<file path="src/logic/arac_pkg.sv">
// Constants, register map and types for the arithmetic accelerator
package arac_pkg;
   // Avalon-MM geometry: byte address, one register per aligned word
   localparam int ADDR_W         = 10;
   localparam int DATA_W         = 32;
   localparam int IDX_LSB        = 2;
   // Register indices; byte address is four times the index
   localparam logic [7:0] IDX_SHIFT_CTL = 8'hD1;
   localparam logic [7:0] IDX_STATUS    = 8'hD2;
   localparam logic [7:0] IDX_OPA       = 8'hD3;
   localparam logic [7:0] IDX_OPB       = 8'hD4;
   localparam logic [7:0] IDX_ACC       = 8'hD5;
   // shift_control fields
   localparam int CTL_DIR_BIT    = 7;
   localparam int CTL_CIRC_BIT   = 6;
   localparam int CTL_CEN_BIT    = 5;
   localparam int CTL_CNT_MSB    = 4;
   // accel_status_control fields
   localparam int ST_BUSY_BIT    = 7;
   localparam int ST_OVF_BIT     = 6;
   localparam int ST_CARRY_BIT   = 5;
   localparam int ST_CLR_BIT     = 4;
   // Byte counts of the operand sequences, accumulator top byte index and result limit
   localparam logic [2:0] A_BYTES_LONG  = 3'h4;
   localparam logic [2:0] A_BYTES_SHORT = 3'h2;
   localparam logic [1:0] B_BYTES       = 2'h2;
   localparam logic [2:0] ACC_TOP_BYTE  = 3'h4;
   localparam logic [31:0] RESULT_LIMIT = 32'h0000_FFFF;
   // Timing: core clock and machine cycle, longest times rounded down
   localparam int CLK_PERIOD_NS    = 100;
   localparam int MACHINE_CYCLE_NS = 400;
   localparam int DIV_MACHINE_CYC  = 9;
   localparam int MUL_MACHINE_CYC  = 6;
   localparam int DIV_CLKS = (DIV_MACHINE_CYC * MACHINE_CYCLE_NS) / CLK_PERIOD_NS;
   localparam int MUL_CLKS = (MUL_MACHINE_CYC * MACHINE_CYCLE_NS) / CLK_PERIOD_NS;
   localparam logic [5:0] DIV_CNT = 6'(DIV_CLKS);
   localparam logic [5:0] MUL_CNT = 6'(MUL_CLKS);
   // Operation kinds
   localparam logic [1:0] KIND_DIV   = 2'h0;
   localparam logic [1:0] KIND_MUL   = 2'h1;
   localparam logic [1:0] KIND_SHIFT = 2'h2;
   localparam logic [1:0] KIND_NORM  = 2'h3;
   // Operand sequencer states
   typedef enum logic [4:0] {
      ARAC_IDLE    = 5'b00001,
      ARAC_COLLECT = 5'b00010,
      ARAC_BUSY    = 5'b00100,
      ARAC_RESULT  = 5'b01000,
      ARAC_CORRUPT = 5'b10000
   } arac_state_t;
endpackage : arac_pkg

</file>
<file path="src/logic/arac_top.sv">
// Arithmetic accelerator: divide, multiply, shift, normalize, 40-bit accumulator
`timescale 1ns/100ps
module arac_top
   import arac_pkg::*;
#(
   parameter int ACC_W = 40
) (
   // Clock and reset
   input  wire logic              clk,
   input  wire logic              rst,
   // Avalon-MM slave
   input  wire logic [ADDR_W-1:0] address,
   input  wire logic              read,
   input  wire logic              write,
   input  wire logic [DATA_W-1:0] writedata,
   input  wire logic [3:0]        byteenable,
   output logic      [DATA_W-1:0] readdata,
   output logic                   waitrequest
);

   arac_state_t      state;
   logic             ack_q;
   logic [2:0]       a_cnt;
   logic [1:0]       b_cnt;
   logic             mul_first;
   logic             div_long;
   logic [1:0]       kind;
   logic [31:0]      op_a;
   logic [15:0]      op_b;
   logic [31:0]      res_a;
   logic [15:0]      res_b;
   logic             res_ovf;
   logic             res_carry;
   logic [4:0]       res_count;
   logic [2:0]       rd_a_left;
   logic [1:0]       rd_b_left;
   logic [5:0]       busy_cnt;
   logic [ACC_W-1:0] acc;
   logic [2:0]       acc_rd;
   logic             dir;
   logic             circ;
   logic             cen;
   logic [4:0]       scount;
   logic             ovf;
   logic             scarry;

   // Bus decode
   logic [7:0]  idx;
   logic [7:0]  wd8;
   logic        accept;
   logic        wr_en;
   logic        wr_a;
   logic        wr_b;
   logic        wr_ctl;
   logic        wr_st;
   logic        wr_acc;
   logic        rd_a;
   logic        rd_b;
   logic        rd_acc;
   logic        busy;
   logic        busy_clear;
   logic        clear_ops;
   logic        done;
   logic        acc_ok;
   logic [7:0]  rd_byte;

   assign idx         = address[ADDR_W-1:IDX_LSB];
   assign wd8         = writedata[7:0];
   assign waitrequest = (read | write) & ~ack_q;
   assign accept      = (read | write) & ack_q;
   assign wr_en       = accept & write & byteenable[0];
   assign wr_a        = wr_en & (idx == IDX_OPA);
   assign wr_b        = wr_en & (idx == IDX_OPB);
   assign wr_ctl      = wr_en & (idx == IDX_SHIFT_CTL);
   assign wr_st       = wr_en & (idx == IDX_STATUS);
   assign wr_acc      = wr_en & (idx == IDX_ACC);
   assign rd_a        = accept & read & (idx == IDX_OPA);
   assign rd_b        = accept & read & (idx == IDX_OPB);
   assign rd_acc      = accept & read & (idx == IDX_ACC);
   assign busy        = (state == ARAC_BUSY) | (state == ARAC_CORRUPT);
   // Only a set busy flag can be cleared, so a status write made while
   // loading operands does not throw the loaded bytes away
   assign busy_clear  = wr_st & ~wd8[ST_BUSY_BIT] & busy;
   assign clear_ops   = wr_st & wd8[ST_CLR_BIT];
   assign done        = (state == ARAC_BUSY) & (busy_cnt == 6'h01) & ~busy_clear;
   assign acc_ok      = (state == ARAC_IDLE) | (state == ARAC_RESULT);

   // Operation datapath, evaluated on the byte that completes the operands
   logic [31:0] dividend;
   logic [15:0] divisor;
   logic [31:0] div_q;
   logic [15:0] div_r;
   logic [31:0] prod;
   logic [32:0] sh_res;
   logic [36:0] nm_res;

   assign dividend = div_long ? op_a : {16'h0000, op_a[15:0]};
   assign divisor  = {wd8, op_b[7:0]};
   assign div_q    = (divisor == 16'h0000) ? 32'hFFFF_FFFF : dividend / {16'h0000, divisor};
   assign div_r    = (divisor == 16'h0000) ? dividend[15:0] : 16'(dividend % {16'h0000, divisor});
   assign prod     = {16'h0000, op_b} * {16'h0000, wd8, op_a[7:0]};

   function automatic logic [32:0] shift_fn(input logic [31:0] v, input logic c,
                                            input logic left, input logic wrap,
                                            input logic use_c, input logic [4:0] n);
      logic [31:0] val;
      logic        cy;
      logic        out;
      logic        fill;
      val = v;
      cy  = c;
      for (int i = 0; i < 31; i++) begin
         if (5'(i) < n) begin
            out  = left ? val[31] : val[0];
            // With carry and wrap enabled the carry is a 33rd bit of the ring
            fill = use_c ? (wrap ? cy : 1'b0) : (wrap ? out : 1'b0);
            if (use_c) begin
               cy = out;
            end
            val = left ? {val[30:0], fill} : {fill, val[31:1]};
         end
      end
      return {cy, val};
   endfunction : shift_fn

   function automatic logic [36:0] norm_fn(input logic [31:0] v);
      logic [31:0] val;
      logic [4:0]  n;
      val = v;
      n   = 5'h00;
      for (int i = 0; i < 31; i++) begin
         if (!val[31]) begin
            val = {val[30:0], 1'b0};
            n   = n + 5'h01;
         end
      end
      return {n, val};
   endfunction : norm_fn

   assign sh_res = shift_fn(op_a, scarry, wd8[CTL_DIR_BIT], wd8[CTL_CIRC_BIT],
                            wd8[CTL_CEN_BIT], wd8[CTL_CNT_MSB:0]);
   assign nm_res = norm_fn(op_a);

   // Read mux
   always_comb begin
      rd_byte = 8'h00;
      case (idx)
         IDX_SHIFT_CTL: rd_byte = {dir, circ, cen, scount};
         IDX_STATUS:    rd_byte = {busy, ovf, scarry, 5'h00};
         IDX_OPA:       rd_byte = (state == ARAC_RESULT && rd_a_left != 3'h0) ?
                                  res_a[8*(rd_a_left-3'h1) +: 8] : 8'h00;
         IDX_OPB:       rd_byte = (state == ARAC_RESULT && rd_b_left != 2'h0) ?
                                  res_b[8*(rd_b_left-2'h1) +: 8] : 8'h00;
         IDX_ACC:       rd_byte = acc[8*acc_rd +: 8];
         default:       rd_byte = 8'h00;
      endcase
   end

   // Bus handshake: one wait state, data captured while waitrequest is high
   always_ff @(posedge clk) begin
      if (rst) begin
         ack_q    <= 1'b0;
         readdata <= 32'h0000_0000;
      end else begin
         ack_q <= (read | write) & ~ack_q;
         if (read && !ack_q) begin
            readdata <= {24'h00_0000, rd_byte};
         end
      end
   end

   // Operand sequencer; status, shift control and accumulator accesses also reach it
   always_ff @(posedge clk) begin
      if (rst) begin
         state     <= ARAC_IDLE;
         a_cnt     <= 3'h0;
         b_cnt     <= 2'h0;
         mul_first <= 1'b0;
         div_long  <= 1'b0;
         kind      <= KIND_DIV;
         op_a      <= 32'h0000_0000;
         op_b      <= 16'h0000;
         res_a     <= 32'h0000_0000;
         res_b     <= 16'h0000;
         res_ovf   <= 1'b0;
         res_carry <= 1'b0;
         res_count <= 5'h00;
         rd_a_left <= 3'h0;
         rd_b_left <= 2'h0;
         busy_cnt  <= 6'h00;
      end else if (busy_clear) begin
         state <= ARAC_IDLE;
         a_cnt <= 3'h0;
         b_cnt <= 2'h0;
      end else begin
         case (state)
            ARAC_IDLE: begin
               a_cnt <= 3'h0;
               b_cnt <= 2'h0;
               if (wr_a) begin
                  op_a[7:0] <= wd8;
                  a_cnt     <= 3'h1;
                  mul_first <= 1'b0;
                  state     <= ARAC_COLLECT;
               end else if (wr_b) begin
                  op_b[7:0] <= wd8;
                  b_cnt     <= 2'h1;
                  mul_first <= 1'b1;
                  state     <= ARAC_COLLECT;
               end else if (rd_a || rd_b) begin
                  state <= ARAC_CORRUPT;
               end
            end
            ARAC_COLLECT: begin
               if (wr_a) begin
                  if (mul_first && b_cnt == B_BYTES && a_cnt == 3'h0) begin
                     op_a[7:0] <= wd8;
                     a_cnt     <= 3'h1;
                  end else if (mul_first && b_cnt == B_BYTES && a_cnt == 3'h1) begin
                     res_a    <= prod;
                     res_ovf  <= prod > RESULT_LIMIT;
                     kind     <= KIND_MUL;
                     busy_cnt <= MUL_CNT;
                     state    <= ARAC_BUSY;
                  end else if (!mul_first && b_cnt == 2'h0 && a_cnt < A_BYTES_LONG) begin
                     op_a[8*a_cnt +: 8] <= wd8;
                     a_cnt              <= a_cnt + 3'h1;
                     div_long           <= (a_cnt == 3'h3);
                  end else begin
                     state <= ARAC_CORRUPT;
                  end
               end else if (wr_b) begin
                  if (mul_first && b_cnt == 2'h1 && a_cnt == 3'h0) begin
                     op_b[15:8] <= wd8;
                     b_cnt      <= B_BYTES;
                  end else if (!mul_first && (a_cnt == A_BYTES_SHORT ||
                               a_cnt == A_BYTES_LONG) && b_cnt == 2'h0) begin
                     op_b[7:0] <= wd8;
                     b_cnt     <= 2'h1;
                  end else if (!mul_first && b_cnt == 2'h1) begin
                     res_a    <= div_q;
                     res_b    <= div_r;
                     res_ovf  <= (divisor == 16'h0000) | (div_q > RESULT_LIMIT);
                     kind     <= KIND_DIV;
                     busy_cnt <= DIV_CNT;
                     state    <= ARAC_BUSY;
                  end else begin
                     state <= ARAC_CORRUPT;
                  end
               end else if (wr_ctl && !mul_first && a_cnt == A_BYTES_LONG && b_cnt == 2'h0) begin
                  if (wd8[CTL_CNT_MSB:0] == 5'h00) begin
                     res_a     <= nm_res[31:0];
                     res_count <= nm_res[36:32];
                     kind      <= KIND_NORM;
                  end else begin
                     res_a     <= sh_res[31:0];
                     res_carry <= sh_res[32];
                     kind      <= KIND_SHIFT;
                  end
                  res_ovf  <= 1'b0;
                  busy_cnt <= DIV_CNT;
                  state    <= ARAC_BUSY;
               end else if (rd_a || rd_b || wr_acc || rd_acc) begin
                  state <= ARAC_CORRUPT;
               end
            end
            ARAC_BUSY: begin
               busy_cnt <= busy_cnt - 6'h01;
               if (wr_a || wr_b || rd_a || rd_b || wr_acc || rd_acc) begin
                  state <= ARAC_CORRUPT;
               end else if (done) begin
                  state     <= ARAC_RESULT;
                  a_cnt     <= 3'h0;
                  b_cnt     <= 2'h0;
                  rd_a_left <= (kind == KIND_DIV && !div_long) ? A_BYTES_SHORT : A_BYTES_LONG;
                  rd_b_left <= (kind == KIND_DIV) ? B_BYTES : 2'h0;
               end
            end
            ARAC_RESULT: begin
               if (rd_a) begin
                  if (rd_a_left == 3'h0) begin
                     state <= ARAC_CORRUPT;
                  end else begin
                     rd_a_left <= rd_a_left - 3'h1;
                     if (rd_a_left == 3'h1 && rd_b_left == 2'h0) begin
                        state <= ARAC_IDLE;
                     end
                  end
               end else if (rd_b) begin
                  if (rd_b_left == 2'h0 || rd_a_left != 3'h0) begin
                     state <= ARAC_CORRUPT;
                  end else begin
                     rd_b_left <= rd_b_left - 2'h1;
                     if (rd_b_left == 2'h1) begin
                        state <= ARAC_IDLE;
                     end
                  end
               end else if (wr_a || wr_b) begin
                  state <= ARAC_CORRUPT;
               end
            end
            ARAC_CORRUPT: begin
               // Held until software clears the busy flag
               state <= ARAC_CORRUPT;
            end
            default: begin
               state <= ARAC_IDLE;
            end
         endcase
         if (clear_ops) begin
            op_a  <= 32'h0000_0000;
            op_b  <= 16'h0000;
            res_a <= 32'h0000_0000;
            res_b <= 16'h0000;
         end
      end
   end

   // Accumulator: software load and readout, automatic summing of divide and multiply results
   always_ff @(posedge clk) begin
      if (rst) begin
         acc    <= '0;
         acc_rd <= ACC_TOP_BYTE;
      end else if (clear_ops) begin
         acc    <= '0;
         acc_rd <= ACC_TOP_BYTE;
      end else if (done && (kind == KIND_DIV || kind == KIND_MUL)) begin
         acc    <= acc + {{(ACC_W-32){1'b0}}, res_a};
         acc_rd <= ACC_TOP_BYTE;
      end else if (acc_ok && wr_acc) begin
         acc    <= {wd8, acc[ACC_W-1:8]};
         acc_rd <= ACC_TOP_BYTE;
      end else if (acc_ok && rd_acc) begin
         acc_rd <= (acc_rd == 3'h0) ? ACC_TOP_BYTE : acc_rd - 3'h1;
      end
   end

   // Shift control fields; completion results win over a same-cycle write
   always_ff @(posedge clk) begin
      if (rst) begin
         dir    <= 1'b0;
         circ   <= 1'b0;
         cen    <= 1'b0;
         scount <= 5'h00;
      end else begin
         if (wr_ctl) begin
            dir    <= wd8[CTL_DIR_BIT];
            circ   <= wd8[CTL_CIRC_BIT];
            cen    <= wd8[CTL_CEN_BIT];
            scount <= wd8[CTL_CNT_MSB:0];
         end
         if (done && kind == KIND_NORM) begin
            scount <= res_count;
         end
      end
   end

   // Status flags; hardware set wins over a software clear
   always_ff @(posedge clk) begin
      if (rst) begin
         ovf    <= 1'b0;
         scarry <= 1'b0;
      end else begin
         if (wr_st) begin
            ovf    <= wd8[ST_OVF_BIT];
            scarry <= wd8[ST_CARRY_BIT];
         end
         if (done && res_ovf) begin
            ovf <= 1'b1;
         end
         if (done && kind == KIND_SHIFT && cen) begin
            scarry <= res_carry;
         end
      end
   end
endmodule : arac_top

</file>
<file path="config.mk">
export PLATFORM = sky130hd
export DESIGN_NAME = arac_top
export DESIGN_NICKNAME = d
export VERILOG_FILES = /design/src/logic/arac_pkg.sv /design/src/logic/arac_top.sv
export SDC_FILE = /design/constraint.sdc
export NUM_CORES = 2
export LEC_CHECK = 0
export ABC_CLOCK_PERIOD_IN_PS = 112500
export BUFFER_PORTS_ARGS = -buffer_cell sky130_fd_sc_hd__buf_2
export CORE_MARGIN = 8
export CORE_UTILIZATION = 35
export DETAILED_ROUTE_END_ITERATION = 16
export GPL_TIMING_DRIVEN = 0
export SYNTH_ARGS = -nofsm -noshare
export SYNTH_HDL_FRONTEND = slang
export SYNTH_SLANG_ARGS = --single-unit
</file>
<file path="constraint.sdc">
create_clock -name clk -period 112.5 [get_ports clk]
set_clock_uncertainty 0.05 [all_clocks]
set_input_delay 0 -clock clk [delete_from_list [all_inputs] [get_ports clk]]
set_output_delay 0 -clock clk [all_outputs]
set_load 0.02 [all_outputs]
</file>
* Yosys cells after proc, flatten, opt, wreduce, memory -nomap -nowiden
Cells that the tools add are included.
** Word-level totals
- Logic and storage cells :: 742
- Bits in registers :: 190
- Input bits :: 50
- Output and inout bits :: 33
** Operators by class
- $mul :: 1
- Mux-type cells :: 444
- Order comparisons :: 34
- Equality and inequality tests :: 73
- Shifts and indexed selects :: 5
- Bitwise operators :: 30
- Add/subtract/negate cells :: 39
- Reduce and logical (&&, ||, !) cells :: 86
- Divide/modulo/power cells :: 2
** Operators with widths (number)
- two-way mux 32 bit :: 110
- two-way mux 5 bit :: 54
- two-way mux 1 bit :: 205
- two-way mux 16 bit :: 11
- adder 5 x 1 -> 5 bit (second input constant) :: 30
- two-way mux 40 bit :: 2
- two-way mux 8 bit :: 10
- less-than comparator 5 bit (first input constant) :: 15
- > comparator 32 x 16 -> 1 bit (second input constant) :: 2
- two-way mux 24 bit :: 2
- two-way mux 6 bit :: 8
- != test 3 bit (second input constant) :: 16
- AND reduction 6 bit :: 8
- adder 40 x 32 -> 40 bit :: 1
- equality test 8 bit (second input constant) :: 5
- less-than comparator 4 x 5 -> 1 bit (first input constant) :: 8
- two-way mux 2 bit :: 20
- case mux 8 bit (5 select lines) :: 1
- indexed part select 40 x 7 -> 8 bit :: 1
- two-way mux 3 bit :: 12
- != test 4 bit (second input constant) :: 9
- negator 6 -> 34 bit :: 1
- variable shift 8 x 34 -> 32 bit (first input constant) :: 1
- indexed part select 8 x 34 -> 32 bit :: 1
- 62 further kinds :: 181

* Logic depth before layout (Yosys ltp)
- Depth after elaboration :: 161
- Gate-level depth with buffers :: 480
- Depth with buffers taken out :: 443

* Worst setup path after synthesis
OpenSTA, ideal clock, no wires.
- Path kind :: register to register
- From :: register op_b[0]
- To :: register res_b[0]
- Data required time :: 112328 ps
- Path buffers :: 44
- Path slack :: 19328 ps
- Setup time :: 122 ps
- Arrival :: 93000 ps
- Period minus slack after synthesis :: 93172 ps
- Stages on the path, launching flop included :: 454
- Cell sequence :: dfxtp_1 > inv_1 > clkbuf_1 > ha_1 > a31oi_1 > a21oi_1 > ha_1 > or3_1 > nand4b_1 > nand2_1 > ha_1 > o211ai_1 > nand3b_1 > and2_1 > o31a_1 > inv_2 > ha_1 > a21o_1 > [418 not listed] > buf_4 > mux2_2 > ha_1 > a21o_1 > a21o_1 > a221oi_1 > o21ai_0 > a21oi_1 > o21bai_1 > a21oi_1 > o41ai_1 > a21o_1 > a211oi_1 > o21ai_0 > nor4_1 > o221a_2 > a211oi_1 > a311o_1
** On the way
- Cells in the longest elaborated chain, start to end :: 9
- Elaborated cells between the ends (all ways) :: 10
- Those cells by class :: 1 x div; 8 x mux; 1 x reduce/logical
** Ends and longest elaborated chain
- start, declared :: line arac_top.sv:29 : logic [15:0] op_b;
- start signal, assigned :: line arac_top.sv:206 : op_b[7:0] <= wd8;
- start signal, assigned :: line arac_top.sv:238 : op_b[7:0] <= wd8;
- remainder unit 32 x 16 -> 32 bit / zero test 16 bit (equally long branches) :: line arac_top.sv:100 : assign div_r = (divisor == 16'h0000) ? dividend[15:0] : 16'(dividend % {16'h0000, divisor});
- two-way mux 16 bit * :: line arac_top.sv:100
- two-way mux 16 bit * :: line arac_top.sv:240 : end else if (!mul_first && b_cnt == 2'h1) begin
- two-way mux 16 bit * :: line arac_top.sv:236 : end else if (!mul_first && (a_cnt == A_BYTES_SHORT ||
- two-way mux 16 bit * :: line arac_top.sv:233 : if (mul_first && b_cnt == 2'h1 && a_cnt == 3'h0) begin
- two-way mux 16 bit * :: line arac_top.sv:232 : end else if (wr_b) begin
- two-way mux 16 bit * :: line arac_top.sv:215 : if (wr_a) begin
- two-way mux 16 bit * :: line arac_top.sv:196 : case (state)
- two-way mux 16 bit * :: line arac_top.sv:310 : if (clear_ops) begin
- end signal, assigned :: line arac_top.sv:242 : res_b <= div_r;
- end, declared :: line arac_top.sv:31 : logic [15:0] res_b;
Mark *: on every way between the ends. The rest lies on a longest branch, timed or not. The select of a mux whose other input is x is not followed.
A chain may end at the register's enable or synchronous reset.

* Worst setup path in the final report
- From :: register op_b[6]
- To :: register res_b[0]
The elaborated chain is that of the path after synthesis.

==> metrics.csv <==
metric,value,unit
slowest_stage,clkbuf_1,
multi_input_area,70200,um^2
cts_htree_levels,4,
nFillCells,24600,
r2r-end,res_b[0]$_SDFFE_PP0P_,
synth_mux_area_share,10.2,%
dp.cells,14600,
grt_pass1_vias,93000,
status,"finished, violations left",
r2r-start,op_b[6]$_SDFFE_PP0P_,
dr_total_vias,99900,
syn_avg_cell_area,6.78,um^2
wl,408000,um
synth-compound-area-share,36.6,%
clk_path_buf_depth,2,
post-route-min-period,105040,ps
dp_hpwl,328000,um
fin_cells,14700,
clock_latency,480,ps
ys_warn_count,0,
violations,"max-capacitance violations, max-slew violations",
ys_ff_latch,190,
grt_util_all_layers,31.6,%
ys_seq_area_share,4.84,%
clk_pin_slew,80,ps
max_clock_freq,9.52,MHz
synth.top_cell.area_share,9.15,%
crit_fanout,19,
syn-instance-count,11600,
drtIter0Drc,14700,
regArea,3810,um^2
slew_headroom,-1.78,%
end_kind,register,
yosys.area_share.simple,24.5,%
dieHeight,490,um
place.gp.congestion,1.09,
crit_type,reg -> reg,
cts_tree,yes,
grt_max_degree,39,
holdCritStartpoint,read,
nets,12500,
firstDrtPassIters,14,
whs_path_depth,4,
critical_path.top_delay_family,compound AO/OA/AOI/OAI gates,
drc_errors,0,
hold_viol_final,0,
synthAdderAreaFrac,14.3,%
crit_arrival,105410,ps
synth-xor-area-share,3.42,%
synth_edf_count,0,
finalSetupViolations,0,
area_growth_syn_to_layout,6.77,%
overflow,0,
port_buffers,24,
final_cell_mix,"nand2_1 (1298), nor2_1 (1194), a21oi_1 (952), o21ai_0 (739), clkbuf_1 (654)",
r2r_cells,459,
reg2reg_slack,7460,ps
vias_per_cell,6.80,
cp.required,112870,ps
ys.flop_type,dfxtp_1,
start_util,35.1,%
die_area,240000,um^2
hp-class,in -> reg,
final_common_cell,nand2_1,
synth_top_family_by_area,compound AO/OA/AOI/OAI gates,
drt.antenna.violating_nets,0,
final_max_slew_viol_count,7,
netlist_area,78600,um^2
worst_path_most_repeated_cell,o21a_1,
worstSetupStartpoint,op_b[6]$_SDFFE_PP0P_,
path_buf_inv,51,
yosys-top-cells-area,"ha_1 (9.2%), nand2_1 (6.2%), a21oi_1 (6.1%)",
rows,174,
antenna_found_initial,14,
yosysTopAreaCell,ha_1,
worst_pin_slew,1520,ps
maxCapViolations,2,
async_flop_share,0,%
wire_per_inst,27.8,um
cts_root_buf,clkbuf_16,
period_share,93.4,%
core_area,224000,um^2
clock_sinks,190,
critPathLaunchType,register,
drive_gt1_share,7.01,%
grt_pass1_wl,603000,um
min_to,acc_rd[1]$_SDFFE_PP0P_,
ios,83,
synth.distinct_cells,120,
die_w,490,um
cpPeakStageDelay,830,ps
numCtsBuffers,17,
==> through the flow <==
step                setup TNS, ps  util (%)  worst slack (ps)  hold slack, ps  area [um^2]
global route                 -838      37.5              -113             108        83900
CTS                             0      37.3               135            61.2        83600
detailed placement         -64140      37.0             -3850             257        82900
floorplan                       0         -             19330             121        78700
finish                          0      37.5              7460            95.7        83900
global placement           -66830      36.9             -4010             252        82600
==> final cells by class <==
class / instances / share of cell area [%]
clock inverters: 14 / 0.239
repair buffers: 61 / 0.641
multi-input cells: 10200 / 83.7
inverters: 391 / 1.76
diodes: 4 / 0.0119
flip-flops and latches: 190 / 4.54
plain buffers: 859 / 4.14
well taps: 2992 / 4.46
clock buffers: 18 / 0.523
==> logic make-up after synthesis <==
kind of cell	after synthesis
and+or+nand+nor	4181
buffers and inverters	1253
muxes	620
AOI/OAI and AO/OA	4255
adders and majority gates	781
DFF	190
xor gates and xnor gates	306
other	1
==> synthesized netlist by cell type, drive strengths merged (73+ instances only) <==
cell type and n:
and2 196, a21o 212, xnor2 189, nor2 1199, mux4 116, a31oi 163, o21ai 761, a221oi 80
nor3 462, a22oi 106, fa 196, a311oi 79, mux2i 248, a21oi 959, o21a 273, clkbuf 696
buf 166, nand2 1301, mux2 256, dfxtp 190, o211ai 250, nand3 336, a211o 73, and3 80
inv 381, nand2b 75, a211oi 301, nand4 106, xor2 117, or3 87, ha 575, o31ai 207
or2 93, o22ai 79
==> per-layer routing <==
metal | vias to the layer above | track usage, % | share of wire, %
li1 | 43800 | - | -
met3 | 1864 | 7.54 | 12
met1 | 46900 | 41.3 | 40
met5 | - | 0 | 0.021
met2 | 7251 | 47.5 | 41
met4 | 12 | 17.8 | 7.3
==> repair_timing <==
action                     CTS  global route
pin swaps                    1             5
buffers inserted             3            10
setup endpoints to repair   17            19
resized for setup           16           122
hold endpoints to repair     2             0
hold buffers                 3             0
==> worst register-to-register path: cells and delay by family (launching register included) <==
family / cells / cell delay, ps
mux: 10 / 3570
simple gates: 103 / 22000
fa+ha+maj: 31 / 9890
buf+inv: 51 / 13810
compound gates: 264 / 55340
flops: 1 / 300
==> worst max path at each step <==
stage | slack (ps) | depth (start not counted) | to
2_1_floorplan | 19330 | 453 | res_b[0]$_SDFFE_PP0P_
3_3_place_gp | -4010 | 454 | res_b[0]$_SDFFE_PP0P_
3_5_place_dp | -3850 | 456 | res_b[0]$_SDFFE_PP0P_
4_1_cts | 140 | 460 | res_b[0]$_SDFFE_PP0P_
5_1_grt | -110 | 464 | res_b[0]$_SDFFE_PP0P_
6_report | 7460 | 459 | res_b[0]$_SDFFE_PP0P_
==> flip-flops by register name (all words and copies together), names as in the netlist, 6 cells and up <==
signal,cells
acc,40
readdata,8
res_a,32
busy_cnt,6
op_a,32
res_b,16
op_b,16
Power is left out: the tool's default activity adds up to more than one toggle a clock period on the data nets, which glitch-free logic cannot reach.
